**src/hdl/intr_pkg.sv**
```systemverilog
package intr_pkg;
   localparam int NUM_SRC      = 20;
   localparam int LVL_W        = 4;
   localparam int TRAP_W       = 7;
   localparam int ADDR_W       = 24;
   localparam int PEC_CH       = 8;
   localparam int PEC_CH_W     = 3;
   localparam int NUM_EXT      = 8;
   localparam int VEC_SHIFT    = 2;
   localparam int PEC_MIN_LVL  = 14;
   localparam int PEC_PAGE_LIM = 24'h00FFFF;
   localparam logic [TRAP_W-1:0] NMI_TRAP_NUM = 7'h02;
   localparam logic [TRAP_W-1:0] HW_TRAP_NUM  = 7'h0A;

   typedef enum logic [1:0] {PUSH_IP, PUSH_PSW, PUSH_CSP} push_sel_t;

   typedef struct packed {
      logic              req;
      logic              enable;
      logic [LVL_W-1:0]  level;
      logic              pec_route;
      logic [PEC_CH_W-1:0] pec_chan;
   } src_ctrl_t;

   typedef struct packed {
      logic [ADDR_W-1:0] src_addr;
      logic [ADDR_W-1:0] dst_addr;
      logic              byte_mode;
   } pec_chan_t;

   typedef struct packed {
      logic              valid;
      push_sel_t         sel;
   } push_t;
endpackage : intr_pkg

```
**src/hdl/interrupt_trap_event_service.sv**
```systemverilog
`timescale 1ns/1ps
`default_nettype none
module interrupt_trap_event_service #(
   parameter int N_SRC = intr_pkg::NUM_SRC
) (
   input  wire logic                         core_clk,
   input  wire logic                         reset,
   input  wire logic [N_SRC-1:0]             periph_event,
   input  wire logic [intr_pkg::NUM_EXT-1:0] port_pin_in,
   input  wire logic [intr_pkg::NUM_EXT-1:0] port_alt_intr,
   input  wire logic                         nmi_in_n,
   input  wire logic                         hw_trap_event,
   input  wire logic                         sw_trap_exec,
   input  wire logic [intr_pkg::TRAP_W-1:0]  sw_trap_num,
   input  wire intr_pkg::src_ctrl_t [N_SRC-1:0] src_cfg,
   input  wire logic [intr_pkg::TRAP_W-1:0]  src_trap_num [N_SRC],
   input  wire intr_pkg::pec_chan_t [intr_pkg::PEC_CH-1:0] pec_cfg,
   input  wire logic [intr_pkg::LVL_W-1:0]   cpu_level,
   input  wire logic                         segmented,
   input  wire logic                         cpu_ready,
   output logic                              suspend,
   output logic                              branch_valid,
   output logic [intr_pkg::ADDR_W-1:0]       branch_target,
   output intr_pkg::push_t                   push,
   output logic                              pec_stall,
   output logic                              pec_move_valid,
   output intr_pkg::pec_chan_t               pec_move,
   output logic [intr_pkg::PEC_CH_W-1:0]     pec_move_chan,
   output logic [N_SRC-1:0]                  req_flag
);
   import intr_pkg::*;

   typedef enum {IDLE, SAVE_IP, SAVE_PSW, SAVE_CSP, BRANCH, PEC_MOVE} state_t;

   function automatic logic [ADDR_W-1:0] vec_addr(input logic [TRAP_W-1:0] num);
      vec_addr = {{(ADDR_W-TRAP_W-VEC_SHIFT){1'b0}}, num, 2'b00};
   endfunction : vec_addr

   ////////////////////////////////////////////////////////////////////////////
   // Request flags, with external sources taken from port alternate functions.

   logic [N_SRC-1:0] next_req_flag;
   logic [N_SRC-1:0] raw_event;
   logic [N_SRC-1:0] clear_req;
   logic [NUM_EXT-1:0] pin_prev;
   logic             nmi_prev_n;
   logic             nmi_edge;

   // External pins are the lowest sources; a pin only counts if its alternate function is on.
   assign raw_event = periph_event |
      {{(N_SRC-NUM_EXT){1'b0}}, port_pin_in & ~pin_prev & port_alt_intr};
   // A new event wins over the clear caused by acceptance in the same cycle.
   assign next_req_flag = (req_flag & ~clear_req) | raw_event;
   assign nmi_edge = nmi_prev_n & ~nmi_in_n;

   always_ff @(posedge core_clk) begin
      if (reset) begin
         req_flag   <= '0;
         // Track the pins through reset, so that a pin already high is not taken as an edge.
         pin_prev   <= port_pin_in;
         nmi_prev_n <= 1'b1;
      end else begin
         req_flag   <= next_req_flag;
         pin_prev   <= port_pin_in;
         nmi_prev_n <= nmi_in_n;
      end
   end

   ////////////////////////////////////////////////////////////////////////////
   // Arbitration: highest level wins, lower index breaks ties.

   logic [LVL_W-1:0] win_level;
   logic [4:0]       win_idx;
   logic             win_found;
   logic             win_pec;

   always_comb begin
      win_level = '0;
      win_idx   = '0;
      win_found = 1'b0;
      for (int i = 0; i < N_SRC; i++) begin
         if (req_flag[i] && src_cfg[i].enable &&
             (!win_found || src_cfg[i].level > win_level)) begin
            win_level = src_cfg[i].level;
            win_idx   = 5'(i);
            win_found = 1'b1;
         end
      end
   end

   logic nmi_pend;
   logic hw_pend;
   logic sw_pend;
   logic [TRAP_W-1:0] sw_num_hold;
   logic accept_intr;
   logic trap_any;
   state_t state;
   state_t next_state;

   assign win_pec     = src_cfg[win_idx].pec_route &&
                        (int'(win_level) >= PEC_MIN_LVL);
   assign accept_intr = win_found && (win_level > cpu_level);
   assign trap_any    = hw_pend || nmi_pend || sw_pend;

   ////////////////////////////////////////////////////////////////////////////
   // Service sequencer.

   // Vector number of the service being entered; it must stand still until the branch.
   logic [TRAP_W-1:0] serv_num;

   always_comb begin
      next_state = state;
      case (state)
         IDLE: begin
            if (cpu_ready) begin
               if (trap_any) begin
                  next_state = SAVE_IP;
               end else if (accept_intr && win_pec) begin
                  next_state = PEC_MOVE;
               end else if (accept_intr) begin
                  next_state = SAVE_IP;
               end
            end
         end
         SAVE_IP:  next_state = SAVE_PSW;
         SAVE_PSW: next_state = segmented ? SAVE_CSP : BRANCH;
         SAVE_CSP: next_state = BRANCH;
         BRANCH:   next_state = IDLE;
         PEC_MOVE: next_state = IDLE;
         default:  next_state = IDLE;
      endcase
   end

   logic take;
   logic take_pec;
   assign take     = (state == IDLE) && cpu_ready && !trap_any && accept_intr;
   assign take_pec = take && win_pec;
   always_comb begin
      clear_req = '0;
      if (take) begin
         clear_req[win_idx] = 1'b1;
      end
   end

   logic [TRAP_W-1:0] next_serv_num;
   assign next_serv_num = hw_pend  ? HW_TRAP_NUM :
                          nmi_pend ? NMI_TRAP_NUM :
                          sw_pend  ? sw_num_hold : src_trap_num[win_idx];

   logic trap_take;
   assign trap_take = (state == IDLE) && cpu_ready && trap_any;

   always_ff @(posedge core_clk) begin
      if (reset) begin
         state       <= IDLE;
         serv_num    <= '0;
         nmi_pend    <= 1'b0;
         hw_pend     <= 1'b0;
         sw_pend     <= 1'b0;
         sw_num_hold <= '0;
      end else begin
         state <= next_state;
         if (trap_take || take) begin
            serv_num <= next_serv_num;
         end
         // Only the highest pending trap is retired; a new event re-arms its flag.
         hw_pend  <= hw_trap_event || (hw_pend && !trap_take);
         nmi_pend <= nmi_edge || (nmi_pend && !(trap_take && !hw_pend));
         sw_pend  <= sw_trap_exec ||
                     (sw_pend && !(trap_take && !hw_pend && !nmi_pend));
         if (sw_trap_exec) begin
            sw_num_hold <= sw_trap_num;
         end
      end
   end

   ////////////////////////////////////////////////////////////////////////////
   // Event controller channel move.

   pec_chan_t sel_chan;
   assign sel_chan = pec_cfg[src_cfg[win_idx].pec_chan];

   always_ff @(posedge core_clk) begin
      if (reset) begin
         pec_move      <= '0;
         pec_move_chan <= '0;
      end else if (take_pec) begin
         pec_move.src_addr  <= sel_chan.src_addr & PEC_PAGE_LIM[ADDR_W-1:0];
         pec_move.dst_addr  <= sel_chan.dst_addr & PEC_PAGE_LIM[ADDR_W-1:0];
         pec_move.byte_mode <= sel_chan.byte_mode;
         pec_move_chan      <= src_cfg[win_idx].pec_chan;
      end
   end

   ////////////////////////////////////////////////////////////////////////////
   // CPU-facing outputs.

   assign pec_stall      = (state == PEC_MOVE);
   assign pec_move_valid = (state == PEC_MOVE);
   assign suspend        = (state != IDLE) && (state != PEC_MOVE);

   // The push word is built whole, so the output has one driver.
   logic      push_on;
   push_sel_t push_code;
   assign push_on        = (state == SAVE_IP) || (state == SAVE_PSW) || (state == SAVE_CSP);
   assign push_code      = (state == SAVE_PSW) ? PUSH_PSW :
                           (state == SAVE_CSP) ? PUSH_CSP : PUSH_IP;
   assign push           = '{valid: push_on, sel: push_code};
   assign branch_valid   = (state == BRANCH);

   always_ff @(posedge core_clk) begin
      if (reset) begin
         branch_target <= '0;
      end else begin
         branch_target <= vec_addr(serv_num);
      end
   end

   ////////////////////////////////////////////////////////////////////////////
   // Checks.

   a_pec_one_cycle: assert property (@(posedge core_clk) disable iff (reset)
      pec_stall |=> !pec_stall) else $error("event move stalled too long");
   a_pec_no_push: assert property (@(posedge core_clk) disable iff (reset)
      take_pec |=> pec_move_valid && !push.valid) else $error("event move pushed");
   a_pec_top_lvl: assert property (@(posedge core_clk) disable iff (reset)
      take_pec |-> win_level >= 4'hE) else $error("event move at low level");
   a_intr_push_seq: assert property (@(posedge core_clk) disable iff (reset)
      (take && !win_pec) |=> push.valid && push.sel == PUSH_IP ##1
      push.valid && push.sel == PUSH_PSW) else $error("bad push order");
   a_no_csp_flat: assert property (@(posedge core_clk) disable iff (reset)
      (state == SAVE_PSW && !segmented) |=> branch_valid) else $error("csp pushed");
   a_trap_saves: assert property (@(posedge core_clk) disable iff (reset)
      trap_take |=> push.valid ##1 push.valid) else $error("trap status not saved");
   a_trap_first: assert property (@(posedge core_clk) disable iff (reset)
      (trap_any && state == IDLE) |-> !take) else $error("interrupt beat trap");
   a_level_gate: assert property (@(posedge core_clk) disable iff (reset)
      take |-> win_level > cpu_level) else $error("taken at low level");
   a_vec_times4: assert property (@(posedge core_clk) disable iff (reset)
      branch_valid |-> branch_target == {15'h0000, serv_num, 2'b00})
      else $error("bad vector");
   a_flag_clear: assert property (@(posedge core_clk) disable iff (reset)
      (take && !raw_event[win_idx]) |=> !req_flag[$past(win_idx)])
      else $error("flag not cleared");

   // A flag must be seen set the cycle after its event, whatever the sequencer does.
   a_flag_set: assert property (@(posedge core_clk) disable iff (reset)
      (raw_event != '0) |=> ((req_flag & $past(raw_event)) == $past(raw_event)))
      else $error("flag not set");

   // Entry and branch checks.
   a_branch_once: assert property (@(posedge core_clk) disable iff (reset)
      branch_valid |=> !branch_valid) else $error("branch held too long");
   a_suspend_span: assert property (@(posedge core_clk) disable iff (reset)
      (take && !win_pec) |=> suspend) else $error("program not suspended");
   a_ready_gate: assert property (@(posedge core_clk) disable iff (reset)
      (state == IDLE && !cpu_ready) |=> state == IDLE) else $error("entered while busy");
   a_csp_when_seg: assert property (@(posedge core_clk) disable iff (reset)
      (state == SAVE_PSW && segmented) |=> push.valid && push.sel == PUSH_CSP)
      else $error("segment pointer not pushed");

   // Event controller checks.
   a_pec_no_susp: assert property (@(posedge core_clk) disable iff (reset)
      pec_move_valid |-> !suspend) else $error("event move suspended program");
   a_pec_page: assert property (@(posedge core_clk) disable iff (reset)
      pec_move_valid |-> (pec_move.src_addr[ADDR_W-1:16] == '0) &&
      (pec_move.dst_addr[ADDR_W-1:16] == '0)) else $error("event move off page");
   a_pec_chan: assert property (@(posedge core_clk) disable iff (reset)
      take_pec |=> pec_move_chan == $past(src_cfg[win_idx].pec_chan))
      else $error("wrong event channel");
   a_pec_shared: assert property (@(posedge core_clk) disable iff (reset)
      take_pec |-> accept_intr && !trap_any) else $error("event move skipped arbitration");

   // Trap checks.
   a_nmi_arms: assert property (@(posedge core_clk) disable iff (reset)
      nmi_edge |=> nmi_pend) else $error("non-maskable edge lost");
   a_hw_vector: assert property (@(posedge core_clk) disable iff (reset)
      (trap_take && hw_pend) |-> next_serv_num == HW_TRAP_NUM)
      else $error("hardware trap not first");
   a_hw_retire: assert property (@(posedge core_clk) disable iff (reset)
      (trap_take && hw_pend && !hw_trap_event) |=> !hw_pend)
      else $error("hardware trap not retired");
   a_sw_vector: assert property (@(posedge core_clk) disable iff (reset)
      (trap_take && sw_pend && !hw_pend && !nmi_pend) |-> next_serv_num == sw_num_hold)
      else $error("software trap vector wrong");
   a_sw_num_hold: assert property (@(posedge core_clk) disable iff (reset)
      sw_trap_exec |=> sw_num_hold == $past(sw_trap_num))
      else $error("software trap number lost");
endmodule : interrupt_trap_event_service
`default_nettype wire

```
**config.mk**
```make
export PLATFORM = sky130hd
export DESIGN_NAME = interrupt_trap_event_service
export DESIGN_NICKNAME = d
export VERILOG_FILES = /design/src/hdl/intr_pkg.sv /design/src/hdl/interrupt_trap_event_service.sv
export SDC_FILE = /design/constraint.sdc
export NUM_CORES = 1
export LEC_CHECK = 0
export BUFFER_PORTS_ARGS = -buffer_cell sky130_fd_sc_hd__buf_2
export CAP_MARGIN = 20
export CORE_AREA = 2 2 350 352
export CTS_BUF_LIST = sky130_fd_sc_hd__clkbuf_2 sky130_fd_sc_hd__clkbuf_4 sky130_fd_sc_hd__clkbuf_8
export DETAILED_ROUTE_END_ITERATION = 10
export DIE_AREA = 0 0 352 354
export HOLD_SLACK_MARGIN = 0.06
export PLACE_DENSITY = 0.39
export SLEW_MARGIN = 10
export SYNTH_ARGS = -nofsm -noshare
export SYNTH_HDL_FRONTEND = slang
export SYNTH_SLANG_ARGS = --single-unit
```
**constraint.sdc**
```tcl
create_clock -name core_clk -period 31.1 [get_ports core_clk]
set_input_delay 3.11 -clock core_clk [delete_from_list [all_inputs] [get_ports core_clk]]
set_output_delay 3.11 -clock core_clk [all_outputs]
set_load 0.01 [all_outputs]
```
# After elaboration in Yosys (flattened, before gate mapping)
# Index checks and enable logic that the tools add are counted.
[totals]
register_bits = 138
latchBits = 0
ram_bits = 0
romBits = 0
input_bits = 786
output_inout_bits = 103
wordCells = 251
n_memories = 0
[classes]
addsub = 0
multipliers = 0
n_div = 0
order_cmp = 25
n_eq_ne = 11
shift = 0
n_mux = 80
bitwise_logic = 10
n_reduce_logical = 110
[op_table]
columns = ["op", "count"]
rows = [
  ["49-bit binary-select mux with 3-bit select", 1],
  ["32-bit 2-to-1 mux", 4],
  ["32-bit one-hot mux with 4 select lines", 1],
  ["32-bit by 2-bit equality test with 1-bit output (second input constant)", 3],
  ["5-bit 2-to-1 mux", 18],
  ["4-bit 2-to-1 mux", 21],
  ["4-bit greater-than comparator", 20],
  ["32-bit by 3-bit equality test with 1-bit output (second input constant)", 2],
  ["32-bit by 4-bit equality test with 1-bit output (second input constant)", 2],
  ["32-bit zero test", 2],
  ["1-bit logical AND", 54],
  ["10-bit binary-select mux with 5-bit select", 1],
  ["41-bit 2-to-1 mux", 1],
  ["7-bit binary-select mux with 5-bit select", 1],
  ["7-bit 2-to-1 mux", 5],
  ["32-bit by 1-bit equality test with 1-bit output (second input constant)", 1],
  ["32-bit by 4-bit != test with 1-bit output (second input constant)", 1],
  ["32-bit nonzero test", 1],
  ["1-bit logical OR", 27],
  ["1-bit zero test", 25],
  ["1-bit 2-to-1 mux", 22],
  ["20-bit bitwise AND", 1],
  ["20-bit 2-to-1 mux", 1],
  ["20-bit NOT", 1],
  ["18 further kinds", 20],
]

# Depth between registers and ports, before layout
[depth]
depth_word = 86
ltp_mapped = 189
mapped_depth_nobuf = 179

# Least setup slack after synthesis
# No wires, ideal clock.
[synth_path]
path_kind = "in2reg"
startpoint = "input port src_cfg[7] (netlist name)"
endpoint = "register pec_move[10] (netlist name)"
setup_ps = 69
t_arrival_ps = 33978
required_time_ps = 31031
path_slack_ps = -2947
path_stages = 171
path_buffers = 9
path_cell_list = "nand3_1 > ha_1 > a211oi_1 > a21o_1 > mux2_2 > ha_1 > nor2b_1 > o211ai_1 > a31o_1 > buf_2 > nor2_1 > a21o_1 > ha_1 > and3b_1 > a2111oi_0 > o2bb2ai_1 > clkbuf_1 > a211o_1 > [135 not listed] > nand3_1 > clkbuf_1 > a41oi_1 > ha_1 > nor2b_1 > o21ai_0 > nand2b_1 > a21oi_1 > a41o_1 > nor3_1 > o211ai_1 > a211o_1 > a21oi_1 > nand4b_1 > nor3_2 > nand2b_1 > clkbuf_1 > o21ai_1"
[synth_between]
elab_chain_len = 81
elab_cells_between_ends = 143
classes_between = "order compare (21); mux (62); reduce/logical (60)"
[synth_lines]
columns = ["item", "line_no", "source"]
rows = [
  ["start, declared", "interrupt_trap_event_service.sv:15", "input wire intr_pkg::src_ctrl_t [N_SRC-1:0] src_cfg,"],
  ["4-bit 2-to-1 mux (*)", "interrupt_trap_event_service.sv:82", "if (req_flag[i] && src_cfg[i].enable &&"],
  ["4-bit greater-than comparator", "interrupt_trap_event_service.sv:83", "(!win_found || src_cfg[i].level > win_level)) begin"],
  ["1-bit logical OR", "interrupt_trap_event_service.sv:83", ""],
  ["1-bit logical AND", "interrupt_trap_event_service.sv:82", ""],
  ["4-bit 2-to-1 mux / 1-bit 2-to-1 mux (equally long branches)", "interrupt_trap_event_service.sv:82", ""],
  ["4-bit greater-than comparator / 1-bit zero test (equally long branches)", "interrupt_trap_event_service.sv:83", ""],
  ["1-bit logical OR", "interrupt_trap_event_service.sv:83", ""],
  ["1-bit logical AND", "interrupt_trap_event_service.sv:82", ""],
  ["[65 not listed]", "-", ""],
  ["4-bit greater-than comparator / 1-bit zero test (equally long branches)", "interrupt_trap_event_service.sv:83", ""],
  ["1-bit logical OR", "interrupt_trap_event_service.sv:83", ""],
  ["1-bit logical AND", "interrupt_trap_event_service.sv:82", ""],
  ["5-bit 2-to-1 mux / 4-bit 2-to-1 mux (equally long branches)", "interrupt_trap_event_service.sv:82", ""],
  ["10-bit binary-select mux with 5-bit select / 4-bit greater-than comparator (equally long branches)", "interrupt_trap_event_service.sv:100, interrupt_trap_event_service.sv:181, interrupt_trap_event_service.sv:102", ""],
  ["4-bit 2-to-1 mux (implied by the code) / 1-bit logical AND (equally long branches)", "interrupt_trap_event_service.sv:181, interrupt_trap_event_service.sv:102", ""],
  ["49-bit binary-select mux with 3-bit select (tied with other cells)", "interrupt_trap_event_service.sv:181", "assign sel_chan = pec_cfg[src_cfg[win_idx].pec_chan];"],
  ["41-bit 2-to-1 mux (implied by the code) / 1-bit logical AND (equally long branches)", "interrupt_trap_event_service.sv:181, interrupt_trap_event_service.sv:137", ""],
  ["end, declared", "interrupt_trap_event_service.sv:27", "output intr_pkg::pec_chan_t pec_move,"],
]
# Mark *: on every way between the ends. The rest lies on a longest branch, timed or not. The select of a mux whose other input is x is not followed.
# A chain may end at the register's enable or synchronous reset.

# Worst setup path after layout
[layout_path]
startpoint = "input port src_cfg[8] (netlist name)"
endpoint = "register pec_move[10] (netlist name)"
[layout_between]
elab_chain_len = 82
elab_cells_between_ends = 146
classes_between = "order compare (21); mux (63); reduce/logical (62)"
[layout_lines]
columns = ["item", "line_no"]
rows = [
  ["1-bit logical AND (*)", "interrupt_trap_event_service.sv:82"],
  ["4-bit 2-to-1 mux / 1-bit 2-to-1 mux (equally long branches)", "interrupt_trap_event_service.sv:82"],
  ["4-bit greater-than comparator / 1-bit zero test (equally long branches)", "interrupt_trap_event_service.sv:83"],
  ["1-bit logical OR", "interrupt_trap_event_service.sv:83"],
  ["1-bit logical AND", "interrupt_trap_event_service.sv:82"],
  ["4-bit 2-to-1 mux / 1-bit 2-to-1 mux (equally long branches)", "interrupt_trap_event_service.sv:82"],
  ["4-bit greater-than comparator / 1-bit zero test (equally long branches)", "interrupt_trap_event_service.sv:83"],
  ["1-bit logical OR", "interrupt_trap_event_service.sv:83"],
  ["[66 not listed]", "-"],
  ["4-bit greater-than comparator / 1-bit zero test (equally long branches)", "interrupt_trap_event_service.sv:83"],
  ["1-bit logical OR", "interrupt_trap_event_service.sv:83"],
  ["1-bit logical AND", "interrupt_trap_event_service.sv:82"],
  ["5-bit 2-to-1 mux / 4-bit 2-to-1 mux (equally long branches)", "interrupt_trap_event_service.sv:82"],
  ["10-bit binary-select mux with 5-bit select / 4-bit greater-than comparator (equally long branches)", "interrupt_trap_event_service.sv:100, interrupt_trap_event_service.sv:181, interrupt_trap_event_service.sv:102"],
  ["4-bit 2-to-1 mux (implied by the code) / 1-bit logical AND (equally long branches)", "interrupt_trap_event_service.sv:181, interrupt_trap_event_service.sv:102"],
  ["49-bit binary-select mux with 3-bit select (tied with other cells)", "interrupt_trap_event_service.sv:181"],
  ["41-bit 2-to-1 mux (implied by the code) / 1-bit logical AND (equally long branches)", "interrupt_trap_event_service.sv:181, interrupt_trap_event_service.sv:137"],
]
# Marked as above.

==> results.py <==
metrics = {
    "floorplanning": {
        "core_um2": 121000,
        "die_height_um": 354,
        "num_io_pins": 889,
        "die_w_um": 352,
        "rows": 128,
        "start_util_pct": 9.94,
        "dieArea_um2": 125000,
    },
    "clock_network": {
        "cts_root_buffer": "clkbuf_8",
        "cts-buffers-inserted": 9,
        "clk_pin_slew_worst_paths_ps": 110,
        "clk_path_buf_depth": 2,
        "htree_levels": 3,
        "postCtsHoldBufs": 0,
        "cts_tree": "built",
        "cts_sinks": 92,
        "insertion_delay_ps": 450,
    },
    "synthesis": {
        "async_flop_share_pct": 0,
        "synth-main-ff-cell": "dfxtp_1",
        "yosysSeqAreaShare_pct": 15.3,
        "ys_ff_latch": 92,
        "yosys-top-cells-count": "176 x nand2_1, 155 x mux2i_1, 103 x nor2_1",
        "synth.top_cells.by_area": "dfxtp_1 15%, mux2i_1 13%, mux4_2 12%",
        "syn_area_um2": 12000,
        "ys_types": 105,
        "synth_top_area_share_pct": 15.3,
        "yosysMostFrequentCell": "nand2_1",
        "synth_top_cell_by_area": "dfxtp_1",
        "synth_warnings": 0,
        "synth-edff-count": 0,
        "syn_area_per_cell_um2": 8.24,
        "synthCells": 1459,
    },
    "drt": {
        "postRouteAntennaNets": 0,
        "drc": 0,
        "drtIter0Drc": 932,
        "wl_per_cell_um": 21.3,
        "via_count": 16498,
        "via_per_inst": 3.90,
        "dr.pass1.iters": 5,
        "wirelength_um": 89900,
    },
    "timing": {
        "rsz0062_at_grt": "true",
        "finalCriticalPeriod_ps": 32490,
        "setup_viol_count_final": 65,
        "relSlewSlack_pct": 35.3,
        "finalClockSkew_ps": 52.1,
        "timing.fmax_ghz": 0.0308,
        "fin_crit_sh_pct": 104,
        "maxSlewViolCount": 0,
        "holdWs_ps": 452,
        "worst_slack_ps": -1390,
        "tightest_slew_ps": 962,
        "fin_setup_tns_ps": -68840,
        "hold_violations": 0,
    },
    "power": {
        "p_leak_nw": 10.6,
        "power_density_nw_per_um2": 116,
        "vdd_drop_max_mv": 0.111,
    },
    "hold_path": {
        "hp-class": "flip-flop to flip-flop",
    },
    "placed_design": {
        "placed_cells": 4075,
        "dp_hpwl_um": 78300,
        "place_ws_ps": -3350,
        "port-buffer-count": 707,
        "place_congestion": 0.883,
    },
    "run_status": {
        "violations": "setup timing",
        "status": "finished, violations left",
    },
    "worst_setup_path": {
        "crit_top_cell": "buf_4",
        "cp_slowest_stage_delay_ps": 440,
        "end_kind": "flip-flop",
        "crit_fanout": 8,
        "worstSetupPathType": "input port to flip-flop",
        "arrival_ps": 32800,
        "cp-start-kind": "input port",
        "crit_required_ps": 31410,
        "slowest_stage": "a311o_2",
    },
    "global_route": {
        "grt_antenna_before_repair": 49,
        "gr-usage-all-layers_pct": 13.7,
        "grt_overflow_total": 0,
        "grt_pass1_vias": 16352,
        "grt_max_degree": 52,
        "grt_pass1_wl_um": 121000,
    },
    "flow_run": {
        "drv_cap": 0,
    },
    "final_layout": {
        "area_delta_synth_final_pct": 90.6,
        "nets": 3425,
        "n_fill_cell": 13613,
        "fin_cells": 4225,
        "drive_above_1_share_pct": 60.9,
    },
}
## worst max-delay path: cells and delay by family
| kind | cells | cell delay, ps |
|---|---|---|
| simple gates | 38 | 4670 |
| buf+inv | 36 | 4400 |
| mux | 10 | 2980 |
| fa+ha+maj | 19 | 4610 |
| compound gates | 77 | 12880 |
## repair_timing
action / in CTS / in global routing
setup endpoints to repair: 65 / 65
gates cloned: 2 / 3
pin swaps: 115 / 128
gates resized for setup: 147 / 123
buffers inserted: 76 / 31
## through the flow
stage | area (um2) | utilization [%] | power, mW
2_1_floorplan | 12800 | - | 1.42
3_3_place_gp | 20500 | 16.9 | 2.39
3_5_place_dp | 20500 | 16.9 | 2.38
4_1_cts | 22000 | 18.2 | 2.60
5_1_grt | 22900 | 18.9 | 2.84
6_report | 22900 | 18.9 | 2.65
## state kept, by name, summed over array words and instances (netlist names)
| name | count |
|---|---|
| serv_num | 7 |
| nmi_prev_n | 1 |
| branch_target | 7 |
| pec_move_chan | 3 |
| pec_move | 33 |
| pin_prev | 8 |
| hw_pend | 1 |
| state | 3 |
| sw_pend | 1 |
| req_flag | 20 |
| nmi_pend | 1 |
| sw_num_hold | 7 |
## layout by cell type, fill, tap and decap left out, drive strengths merged, types with 10 or more instances in the layout
master  netlist  final
a211o        10     10
a211oi       20     20
a21o         20     20
a21oi        76     76
a311oi       13     13
a31oi        33     33
and2         24     24
and3         10     10
buf          77   1170
clkbuf       28     14
conb          1     33
dfxtp        92     92
diode         0     25
ha           69     69
inv          65     67
mux2         27     27
mux2i       156    156
mux4         64     64
nand2       178    178
nand2b       15     15
nand3        58     58
nor2        106    106
nor2b        25     25
nor3         22     22
o211ai       16     16
o21ai        92     92
o22ai        17     17
o31ai        11     11
## layer usage
| metal | up-vias | global-route usage (%) | routed length [um] |
|---|---|---|---|
| met2 | 761 | 20.3 | 38300 |
| met5 | - | 0.755 | 178 |
| li1 | 7764 | - | - |
| met3 | 136 | 4.68 | 8440 |
| met4 | 32 | 4.90 | 2900 |
| met1 | 7805 | 18.1 | 40000 |
## where the power goes
group,internal [mW],leakage [nW],switching (mW)
sequential,0.128,0.755,0.00883
combinational,1.21,9.75,1.21
clock,0.0334,0.0956,0.0571
## area by class of cell
class | instances | area (um2) | area share [%]
timing repair buffer | 1173 | 7380 | 32.2
tap | 1625 | 2030 | 8.87
clock buffer | 11 | 145 | 0.633
sequential | 92 | 1840 | 8.04
clock inverter | 5 | 45.0 | 0.197
antenna | 25 | 62.6 | 0.273
inverter | 65 | 246 | 1.08
multi-input combinational | 1229 | 11200 | 48.7
## final timing paths
kind                                  start           end  slack [ps]  cells after the start
worst min register to register   nmi_prev_n      nmi_pend         450                      2
worst max-delay path             src_cfg[8]  pec_move[10]       -1390                    180
worst max register to register  req_flag[0]  pec_move[10]         890                    179
worst min-delay path             nmi_prev_n      nmi_pend         450                      2
## cells by family (layout without fill, tap and decap cells)
family                   Yosys count  count (layout)  synth area share [%]
XOR/XNOR                           1               1                0.0729
buffers and inverters            170            1254                  7.28
AO/OA/AOI/OAI                    403             403                  23.9
multiplexers                     247             247                  27.6
other                              1              58                0.0312
AND/OR/NAND/NOR                  476             476                  18.6
flip-flops                        92              92                  15.3
adder cells (fa/ha/maj)           69              69                  7.18
No activity file was read; power rests on OpenSTA's default activity.
